[src/common/ars_consts.svh]
/*
  Offsets, field positions, reset values and limits of the accumulator
  store, round and shift block.
  Assumes inclusion by bare name from the package and the design modules.
*/
`ifndef ARS_CONSTS_SVH
`define ARS_CONSTS_SVH

// Register indices on the plain register port
`define ARS_REG_CFG        4'h0
`define ARS_REG_PTR        4'h1
`define ARS_REG_LAST       4'h2
`define ARS_REG_STATUS     4'h3

// Core configuration field positions
`define ARS_CFG_ROUND_BIT  0
`define ARS_CFG_SAT_BIT    1

// Status field positions
`define ARS_STAT_SAT_BIT   0
`define ARS_STAT_OVF_BIT   1
`define ARS_STAT_DEST_BIT  2

// Reset values
`define ARS_CFG_RESET      2'h0
`define ARS_PTR_RESET      16'h0000

// Post-increment step for a word write
`define ARS_PTR_STEP       16'h0002

// Store saturation limits on the rounded 24-bit high part
`define ARS_SAT_POS_LIMIT  25'h0007FFF
`define ARS_SAT_NEG_LIMIT  25'h0FF8000
`define ARS_SAT_POS_WORD   16'h7FFF
`define ARS_SAT_NEG_WORD   16'h8000
`define ARS_LOW_HALF       16'h8000

// Shifter limits
`define ARS_SHIFT_MAX      6'h10

`endif

[src/common/ars_pkg.sv]
/*
  Types of the accumulator store, round and shift block.
  Assumes the constants header is on the include path.
*/
`include "ars_consts.svh"

package ars_pkg;

  // Instruction classes seen by the store path
  typedef enum logic [2:0] {
    OP_NONE,
    OP_STORE_ACC_TRUNCATED,
    OP_STORE_ACC_ROUNDED,
    OP_MULTIPLY_ACCUMULATE_CLASS,
    OP_PLAIN_MULTIPLY,
    OP_NEGATED_MULTIPLY,
    OP_DISTANCE_SQUARED,
    OP_DISTANCE_SQUARED_ACCUMULATE
  } ars_op_type;

  // Write-back addressing modes
  typedef enum logic [1:0] {
    WB_NONE,
    WB_REG_DIRECT,
    WB_POST_INC
  } ars_wb_type;

  // Shifter operand sources
  typedef enum logic [1:0] {
    SH_ACC_A,
    SH_ACC_B,
    SH_XBUS
  } ars_shsrc_type;

  typedef struct packed {
    logic [1:0]  cfg;
    logic [15:0] ptr;
    logic [15:0] last_data;
    logic        last_sat;
    logic        last_ovf;
    logic        last_dest;
    logic        xw_stb;
    logic [15:0] xw_addr;
    logic [15:0] xw_data;
    logic [15:0] rdata;
    logic        sh_done;
    logic [39:0] sh_result;
    logic [15:0] sh_word;
  } ars_state_type;

endpackage

[src/common/ars_round_if.sv]
/*
  Carrier between the store path and its round and saturation unit.
  Assumes both ends run combinationally within one clock cycle.
*/
`timescale 1ns/1ps

interface ars_round_if;
  logic [39:0] acc;
  logic        round_en;
  logic        convergent;
  logic        sat_en;
  logic [15:0] data;
  logic        saturated;
  logic        round_ovf;

  modport core (
    output acc,
    output round_en,
    output convergent,
    output sat_en,
    input  data,
    input  saturated,
    input  round_ovf
  );

  modport unit (
    input  acc,
    input  round_en,
    input  convergent,
    input  sat_en,
    output data,
    output saturated,
    output round_ovf
  );
endinterface

[src/hdl/ars_store_path.sv]
/*
  Store path of a 40-bit two-accumulator datapath: accumulator stores,
  multiply-accumulate write-back, round, store saturation, barrel shifter.
  Assumes control inputs come from core logic on the same clock, and the
  accumulators are held by the caller; this block only reads them.
*/
// The placing of the registers and the address-and-strobe port are this design's own decisions.
//
// Operation
// - Multiply-accumulate class, bar four multiply forms, may store other accumulator rounded.
// - Post-increment write-back goes over the X write bus to any data address.
// - Register-direct write-back puts the rounded word into the pointer register.
// - Post-increment write-back stores at the pointer, then pointer grows by 2.
// - Rounding is combinational, yields 16 bits, mode bit picks style.
// - Without rounding, store the high word and drop the low word.
// - Conventional rounding adds bit 15 to the high word.
// - Convergent: exact half increments only when bit 16 is one.
// - Store-accumulator truncated or rounded, over X bus, through saturation.
// - Write-back data is always rounded.
// - Saturating a stored value never changes the source accumulator.
// - Saturation uses rounded value, source sign and round adder overflow.
// - Enabled saturation turns values above 0x007FFF into 0x7FFF.
// - Enabled saturation turns values below 0xFF8000 into 0x8000.
// - Saturation sign comes from source bit 39.
// - Disabled saturation passes the value unchanged.
// - Shifter does right arithmetic/logical or left shifts up to 16 in one cycle.
// - Signed amount: positive right, negative left, zero unchanged.
// - Shifter is 40 bits, word result is 16 bits.
// - X word enters at bits 16-31 for right, 0-15 for left shifts.
// - Configuration bit selects conventional or convergent rounding.
// - Configuration bit switches store saturation on or off.
`timescale 1ns/1ps
`include "ars_consts.svh"

module ars_store_path (
  // Clock, reset, enable
  input  wire logic                  CLK,
  input  wire logic                  NRST,
  input  wire logic                  CE,
  // Register port
  input  wire logic [3:0]            REG_ADDR,
  input  wire logic [15:0]           REG_WDATA,
  input  wire logic                  REG_WR,
  input  wire logic                  REG_RD,
  output logic      [15:0]           REG_RDATA,
  // Accumulators, read only
  input  wire logic [39:0]           ACC_A,
  input  wire logic [39:0]           ACC_B,
  // Store request
  input  wire logic                  OP_STB,
  input  wire ars_pkg::ars_op_type   OP_CODE,
  input  wire logic                  OP_DEST,
  input  wire ars_pkg::ars_wb_type   OP_WB_MODE,
  input  wire logic [15:0]           OP_ADDR,
  // X data write bus
  output logic                       XW_STB,
  output logic      [15:0]           XW_ADDR,
  output logic      [15:0]           XW_DATA,
  // Write-back pointer view
  output logic      [15:0]           WB_PTR,
  // Shift request
  input  wire logic                  SH_STB,
  input  wire ars_pkg::ars_shsrc_type SH_SRC,
  input  wire logic [5:0]            SH_AMOUNT,
  input  wire logic                  SH_ARITH,
  input  wire logic [15:0]           SH_XDATA,
  // Shift result
  output logic                       SH_DONE,
  output logic      [39:0]           SH_RESULT,
  output logic      [15:0]           SH_WORD
);

  ars_pkg::ars_state_type state_r;
  ars_pkg::ars_state_type state_nxt;

  ars_round_if rif ();

  ars_round_sat u_round_sat (
    .rif (rif.unit)
  );

  // Request decode
  logic        is_store;
  logic        is_rounded_store;
  logic        is_writeback;
  logic        wb_allowed;
  logic        use_other;
  logic [39:0] src_acc;

  always_comb begin
    is_store = OP_STB && ((OP_CODE == ars_pkg::OP_STORE_ACC_TRUNCATED) ||
                          (OP_CODE == ars_pkg::OP_STORE_ACC_ROUNDED));
    is_rounded_store = OP_STB && (OP_CODE == ars_pkg::OP_STORE_ACC_ROUNDED);
    // Only the multiply-accumulate class may write back; the four multiply forms and all other codes are barred
    case (OP_CODE)
      ars_pkg::OP_MULTIPLY_ACCUMULATE_CLASS: wb_allowed = 1'b1;
      ars_pkg::OP_PLAIN_MULTIPLY: wb_allowed = 1'b0;
      ars_pkg::OP_NEGATED_MULTIPLY: wb_allowed = 1'b0;
      ars_pkg::OP_DISTANCE_SQUARED: wb_allowed = 1'b0;
      ars_pkg::OP_DISTANCE_SQUARED_ACCUMULATE: wb_allowed = 1'b0;
      default: wb_allowed = 1'b0;
    endcase
    is_writeback = OP_STB && wb_allowed && (OP_WB_MODE != ars_pkg::WB_NONE);
    // Stores use the destination, write-back the other accumulator
    use_other = is_writeback ? !OP_DEST : OP_DEST;
    // Accumulators are only read here, never written back
    src_acc = use_other ? ACC_B : ACC_A;
  end

  // Round and saturation unit feed
  always_comb begin
    rif.acc = src_acc;
    rif.round_en = is_writeback || is_rounded_store;
    rif.convergent = state_r.cfg[`ARS_CFG_ROUND_BIT];
    rif.sat_en = state_r.cfg[`ARS_CFG_SAT_BIT];
  end

  // Shifter operand and amount
  logic        amt_neg;
  logic [5:0]  amt_mag;
  logic [4:0]  amt;
  logic [39:0] sh_operand;
  logic [39:0] sh_value;
  logic [15:0] sh_word;

  always_comb begin
    amt_neg = SH_AMOUNT[5];
    amt_mag = amt_neg ? (6'h00 - SH_AMOUNT) : SH_AMOUNT;
    // Out of range amounts are clamped; the shifter reaches 16 at most
    if (amt_mag > `ARS_SHIFT_MAX) begin
      amt = 5'(`ARS_SHIFT_MAX);
    end else begin
      amt = amt_mag[4:0];
    end
    case (SH_SRC)
      ars_pkg::SH_ACC_A: sh_operand = ACC_A;
      ars_pkg::SH_ACC_B: sh_operand = ACC_B;
      ars_pkg::SH_XBUS: begin
        if (amt_neg) begin
          sh_operand = {24'h000000, SH_XDATA};
        end else begin
          sh_operand = {{8{SH_ARITH & SH_XDATA[15]}}, SH_XDATA, 16'h0000};
        end
      end
      default: sh_operand = 40'h0000000000;
    endcase
    if (amt_neg) begin
      sh_value = sh_operand << amt;
      sh_word = sh_value[15:0];
    end else if (SH_ARITH) begin
      sh_value = $signed(sh_operand) >>> amt;
      sh_word = sh_value[31:16];
    end else begin
      sh_value = sh_operand >> amt;
      sh_word = sh_value[31:16];
    end
  end

  // Next state
  always_comb begin
    state_nxt = state_r;
    state_nxt.xw_stb = 1'b0;
    state_nxt.sh_done = 1'b0;
    state_nxt.rdata = 16'h0000;

    // Software writes; hardware pointer updates below take priority
    if (REG_WR) begin
      case (REG_ADDR)
        `ARS_REG_CFG: begin
          state_nxt.cfg = REG_WDATA[1:0];
        end
        `ARS_REG_PTR: begin
          state_nxt.ptr = REG_WDATA;
        end
        default: begin
          state_nxt.cfg = state_r.cfg;
        end
      endcase
    end

    // Read data stand one cycle, unmapped indices read zero
    if (REG_RD) begin
      case (REG_ADDR)
        `ARS_REG_CFG: state_nxt.rdata = {14'h0000, state_r.cfg};
        `ARS_REG_PTR: state_nxt.rdata = state_r.ptr;
        `ARS_REG_LAST: state_nxt.rdata = state_r.last_data;
        `ARS_REG_STATUS: begin
          state_nxt.rdata = 16'h0000;
          state_nxt.rdata[`ARS_STAT_SAT_BIT] = state_r.last_sat;
          state_nxt.rdata[`ARS_STAT_OVF_BIT] = state_r.last_ovf;
          state_nxt.rdata[`ARS_STAT_DEST_BIT] = state_r.last_dest;
        end
        default: state_nxt.rdata = 16'h0000;
      endcase
    end

    // Accumulator store to the requested address
    if (is_store) begin
      state_nxt.xw_stb = 1'b1;
      state_nxt.xw_addr = OP_ADDR;
      state_nxt.xw_data = rif.data;
    end

    // Multiply-accumulate write-back of the other accumulator
    if (is_writeback) begin
      case (OP_WB_MODE)
        ars_pkg::WB_REG_DIRECT: begin
          state_nxt.ptr = rif.data;
        end
        ars_pkg::WB_POST_INC: begin
          state_nxt.xw_stb = 1'b1;
          state_nxt.xw_addr = state_r.ptr;
          state_nxt.xw_data = rif.data;
          state_nxt.ptr = state_r.ptr + `ARS_PTR_STEP;
        end
        default: begin
          state_nxt.ptr = state_r.ptr;
        end
      endcase
    end

    // Status of the most recent store of either kind
    if (is_store || is_writeback) begin
      state_nxt.last_data = rif.data;
      state_nxt.last_sat = rif.saturated;
      state_nxt.last_ovf = rif.round_ovf;
      state_nxt.last_dest = use_other;
    end

    // Shifter answers in the cycle after the request
    if (SH_STB) begin
      state_nxt.sh_done = 1'b1;
      state_nxt.sh_result = sh_value;
      state_nxt.sh_word = sh_word;
    end
  end

  // State register; enable low freezes everything
  always_ff @(posedge CLK) begin
    if (!NRST) begin
      state_r <= '0;
      state_r.cfg <= `ARS_CFG_RESET;
      state_r.ptr <= `ARS_PTR_RESET;
    end else if (CE) begin
      state_r <= state_nxt;
    end
  end

  // Outputs straight from the state register
  assign REG_RDATA = state_r.rdata;
  assign XW_STB = state_r.xw_stb;
  assign XW_ADDR = state_r.xw_addr;
  assign XW_DATA = state_r.xw_data;
  assign WB_PTR = state_r.ptr;
  assign SH_DONE = state_r.sh_done;
  assign SH_RESULT = state_r.sh_result;
  assign SH_WORD = state_r.sh_word;

endmodule

[src/hdl/ars_round_sat.sv]
/*
  Combinational round logic followed by data space write saturation.
  Assumes the caller supplies the source accumulator and mode bits.
*/
`timescale 1ns/1ps
`include "ars_consts.svh"

module ars_round_sat (
  // Operand and result
  ars_round_if.unit rif
);

  logic        inc;
  logic        low_half;
  logic [24:0] sum;
  logic        sign;
  logic        pos_over;
  logic        neg_over;

  always_comb begin
    low_half = (rif.acc[15:0] == `ARS_LOW_HALF);
    // Exact half goes to the even neighbour only in convergent mode
    if (!rif.round_en) begin
      inc = 1'b0;
    end else if (rif.convergent && low_half) begin
      inc = rif.acc[16];
    end else begin
      inc = rif.acc[15];
    end
    // Whole upper part is carried so the limit tests see the guard bits
    sum = {1'b0, rif.acc[39:16]} + {24'h000000, inc};
    sign = rif.acc[39];
    rif.round_ovf = inc && (rif.acc[31:16] == `ARS_SAT_POS_WORD);
    pos_over = !sign && (sum > `ARS_SAT_POS_LIMIT);
    neg_over = sign && !sum[24] && (sum < `ARS_SAT_NEG_LIMIT);
    if (rif.sat_en && pos_over) begin
      rif.data = `ARS_SAT_POS_WORD;
      rif.saturated = 1'b1;
    end else if (rif.sat_en && neg_over) begin
      rif.data = `ARS_SAT_NEG_WORD;
      rif.saturated = 1'b1;
    end else begin
      rif.data = sum[15:0];
      rif.saturated = 1'b0;
    end
  end

endmodule

[config.mk]
export PLATFORM = sky130hd
export DESIGN_NAME = ars_store_path
export DESIGN_NICKNAME = d
export VERILOG_FILES = /design/src/common/ars_pkg.sv /design/src/common/ars_round_if.sv /design/src/hdl/ars_store_path.sv /design/src/hdl/ars_round_sat.sv
export VERILOG_INCLUDE_DIRS = /design/src /design/src/common
export SDC_FILE = /design/constraint.sdc
export NUM_CORES = 1
export LEC_CHECK = 0
export BUFFER_PORTS_ARGS = -buffer_cell sky130_fd_sc_hd__buf_2
export CORE_MARGIN = 10
export CORE_UTILIZATION = 30
export CTS_CLUSTER_DIAMETER = 60
export CTS_CLUSTER_SIZE = 8
export DETAILED_ROUTE_END_ITERATION = 10
export GPL_ROUTABILITY_DRIVEN = 0
export PLACE_DENSITY = 0.57
export SYNTH_ARGS = -nofsm -noshare
export SYNTH_HDL_FRONTEND = slang
export SYNTH_HIERARCHICAL = 1
export SYNTH_SLANG_ARGS = --single-unit
export TNS_END_PERCENT = 5
[constraint.sdc]
create_clock -name CLK -period 6.2 [get_ports CLK]
set_input_delay 0.62 -clock CLK [delete_from_list [all_inputs] [get_ports CLK]]
set_output_delay 0.62 -clock CLK [all_outputs]
set_load 0.03 [all_outputs]
==> results.json <==
{
  "place_area_um2": 15300,
  "synthXorXnorAreaFrac": 0.0229,
  "synth_area_per_cell_um2": 7.48,
  "cp_slowest_stage_delay_ns": 0.57,
  "synth-seq-cells": 143,
  "layout_commonest_cell": "buf_2",
  "cp_data_required_time_ns": 6.54,
  "die_w_um": 240,
  "ctsResizeCount": 0,
  "cts.sinks": 143,
  "ir_drop_uv": 183,
  "boundaryPins": 276,
  "die_area_um2": 57700,
  "globalRouteTotalUtil": 0.227,
  "synth.yosys.seq_area_share": 0.197,
  "final_nets": 2147,
  "syn_area_um2": 14600,
  "slew_viol_final": 0,
  "synthCells": 1947,
  "leakagePower_nw": 6.15,
  "synth_ff_type": "dfxtp_1",
  "synth_edf_count": 0,
  "ys_warn_count": 6,
  "numPortBuffers": 275,
  "clk-insertion-delay-late_ns": 0.45,
  "tritoncts": "yes",
  "design_area_um2": 16000,
  "die_h_um": 240,
  "grt_pass1_vias": 15100,
  "overflow": 0,
  "cp.arrival_ns": 5.95,
  "drc": 0,
  "tns_ns": 0,
  "setup_viol": 0,
  "area_growth_pct": 9.64,
  "switching_share": 0.414,
  "maxCapViolCount": 0,
  "max_freq_ghz": 0.178,
  "synth_simple_gate_area_frac": 0.201,
  "holdBufCountCts": 0,
  "synth_fa_ha_area_frac": 0.00344,
  "layout_common_cells": "buf_2, a21oi_1, nor2_1, a211oi_1, dfxtp_1",
  "synth-compound-area-share": 0.303,
  "crit_type": "in -> reg",
  "power_density_nw_per_um2": 218,
  "grt_start_max_net_pins": 87,
  "clock_skew_ns": 0.0155,
  "hp-class": "in -> reg",
  "async_reset_ff_frac": 0,
  "routed_via_density": 6.19,
  "core_um2": 47800,
  "dr.first_iter.drc_count": 2304,
  "htreeDepth": 4,
  "cts_root_buf": "clkbuf_16",
  "outcome": "completed",
  "core.rowCount": 80,
  "hold_slack_ns": 0.465,
  "synth_mux_area_frac": 0.147,
  "rsz0062_at_grt": "false",
  "sequentialPowerShare": 0.286,
  "min_period_ns": 5.60,
  "wl_um": 68100,
  "antenna_found_initial": 7,
  "crit_path_start_kind": "primary input",
  "end_kind": "flop",
  "combinationalPowerShare": 0.397,
  "initial_core_util": 0.304,
  "path_common_cell": "nor2_1",
  "synthDistinctLibCells": 102,
  "cts.path.max_buffers": 2,
  "ant_nets": 0,
  "worst_slew_pin_slew_ns": 1.24,
  "hpwl_um": 53300,
  "path_max_fanout": 21,
  "slowest_stage": "xor2_4",
  "p_int_mw": 2.04,
  "vias": 16200,
  "clkTransAtPathRegs_ns": 0.07,
  "synth_top_family_by_area": "compound AO/OA/AOI/OAI gates",
  "grt_pass1_wl_um": 101000,
  "fin_crit_sh": 0.904,
  "clkPwrFrac": 0.317,
  "final_layout_size_suffix_gt1_frac": 0.233,
  "cts_buffers": 17,
  "power_mw": 3.48,
  "drt_pass1_iterations": 6,
  "crit_chain": "buf_2, nand2b_1, nor2_1, o21ai_2, xor2_4, mux2_2, nor4_1, nand4_1, o311a_1, ha_1, ha_1, nand4_1, nor4_1, xnor2_1, nor4b_2, nor2_1, buf_4, o21ai_0, nor2_1, a211oi_1, a21oi_1, a211oi_1",
  "hold_viol_final": 0,
  "p_sw_mw": 1.44,
  "synth_fp_nets": 2105,
  "wl_per_cell_um": 26.0,
  "fin_util": 0.334,
  "cts_setup_buffers": 0,
  "slew_headroom": 0.169
}
==> power by group through the flow <==
| stage | combinational [mW] | sequential, mW | clock, mW |
|---|---|---|---|
| floorplan | 0.949 | 0.999 | 0 |
| global placement | 1.32 | 1.01 | 0 |
| detailed placement | 1.33 | 1.01 | 0 |
| CTS | 1.33 | 0.994 | 1.12 |
| global route | 1.46 | 0.999 | 1.15 |
| finish | 1.38 | 0.995 | 1.10 |
==> cell usage after synthesis, drive strengths merged (8+ instances only) <==
| cell | n | area [µm²] |
|---|---|---|
| xnor2 | 27 | 236 |
| a21o | 10 | 75.1 |
| inv | 18 | 67.6 |
| o211ai | 9 | 72.6 |
| o21ai | 122 | 629 |
| dfxtp | 143 | 2860 |
| and3 | 23 | 144 |
| xor2 | 11 | 96.3 |
| nand2b | 38 | 238 |
| o31ai | 16 | 120 |
| clkbuf | 88 | 330 |
| o22ai | 9 | 62.6 |
| a31oi | 46 | 288 |
| or2 | 8 | 50.1 |
| nand2 | 110 | 420 |
| mux4 | 16 | 360 |
| nand3 | 50 | 250 |
| buf | 202 | 1420 |
| nand3b | 17 | 128 |
| nor3 | 73 | 375 |
| mux2 | 49 | 552 |
| a221oi | 12 | 105 |
| nor4 | 15 | 109 |
| mux2i | 122 | 1220 |
| nand4 | 16 | 115 |
| nor2 | 201 | 764 |
| a211oi | 151 | 1140 |
| o311ai | 8 | 70.1 |
| a21oi | 206 | 1050 |
| a22oi | 19 | 143 |
==> per-layer routing <==
metal  wire (µm)  track usage  vias to the layer above  part of all wire
met5          13            0                        -           0.00019
met4        2530       0.0911                        2             0.037
met3        7450       0.0666                      167              0.11
met2       29800        0.344                     1111              0.44
met1       28300        0.296                     7679              0.42
li1            -            -                     7269                 -
==> sequential cells by signal, indices dropped and copies added, names as in the netlist <==
| name | count |
|---|---|
| state_r | 19 |
| SH_DONE | 1 |
| XW_ADDR | 16 |
| XW_STB | 1 |
| SH_WORD | 16 |
| WB_PTR | 16 |
| XW_DATA | 16 |
| rif.convergent | 1 |
| REG_RDATA | 16 |
| SH_RESULT | 40 |
| rif.sat_en | 1 |
==> metrics by stage <==
stage               worst slack, ns  instances
floorplan                     0.893       1947
global placement              0.545       2585
detailed placement            0.373       2585
CTS                           0.828       2616
global route                  0.342       2621
finish                        0.597       2622
==> kinds of logic after synthesis <==
group	Yosys count
and+or+nand+nor	589
muxes	187
xor gates and xnor gates	38
AOI/OAI and AO/OA	676
adders and majority gates	4
buffers and inverters	310
DFF	143
==> critical path, delay by kind of cell <==
family          cells  cell delay, ns
simple gates        9            1.95
compound gates      6            1.45
xor+xnor            2            0.74
fa+ha+maj           2            0.48
mux                 1            0.41
buf+inv             2            0.29
==> area by class of cell <==
cell class,count,area [µm²]
Antenna cell,6,15.0
Clock buffer,17,425
Clock inverter,14,199
Fill cell,5126,31900
Inverter,19,71.3
Multi-Input combinational cell,1494,9940
Sequential cell,143,2860
Tap cell,615,769
Timing Repair Buffer,314,1680
==> path summary, 6_finish.rpt <==
kind | startpoint | end | slack [ns] | depth (start not counted)
worst max-delay path | OP_CODE[2] | WB_PTR[5] | 0.60 | 22
worst min-delay path | REG_RD | REG_RDATA[1] | 0.46 | 3
worst max register to register | rif.convergent | WB_PTR[5] | 2.35 | 15
worst min register to register | SH_RESULT[6] | SH_RESULT[6] | 0.47 | 2
Power figures use the tool's default switching activity.
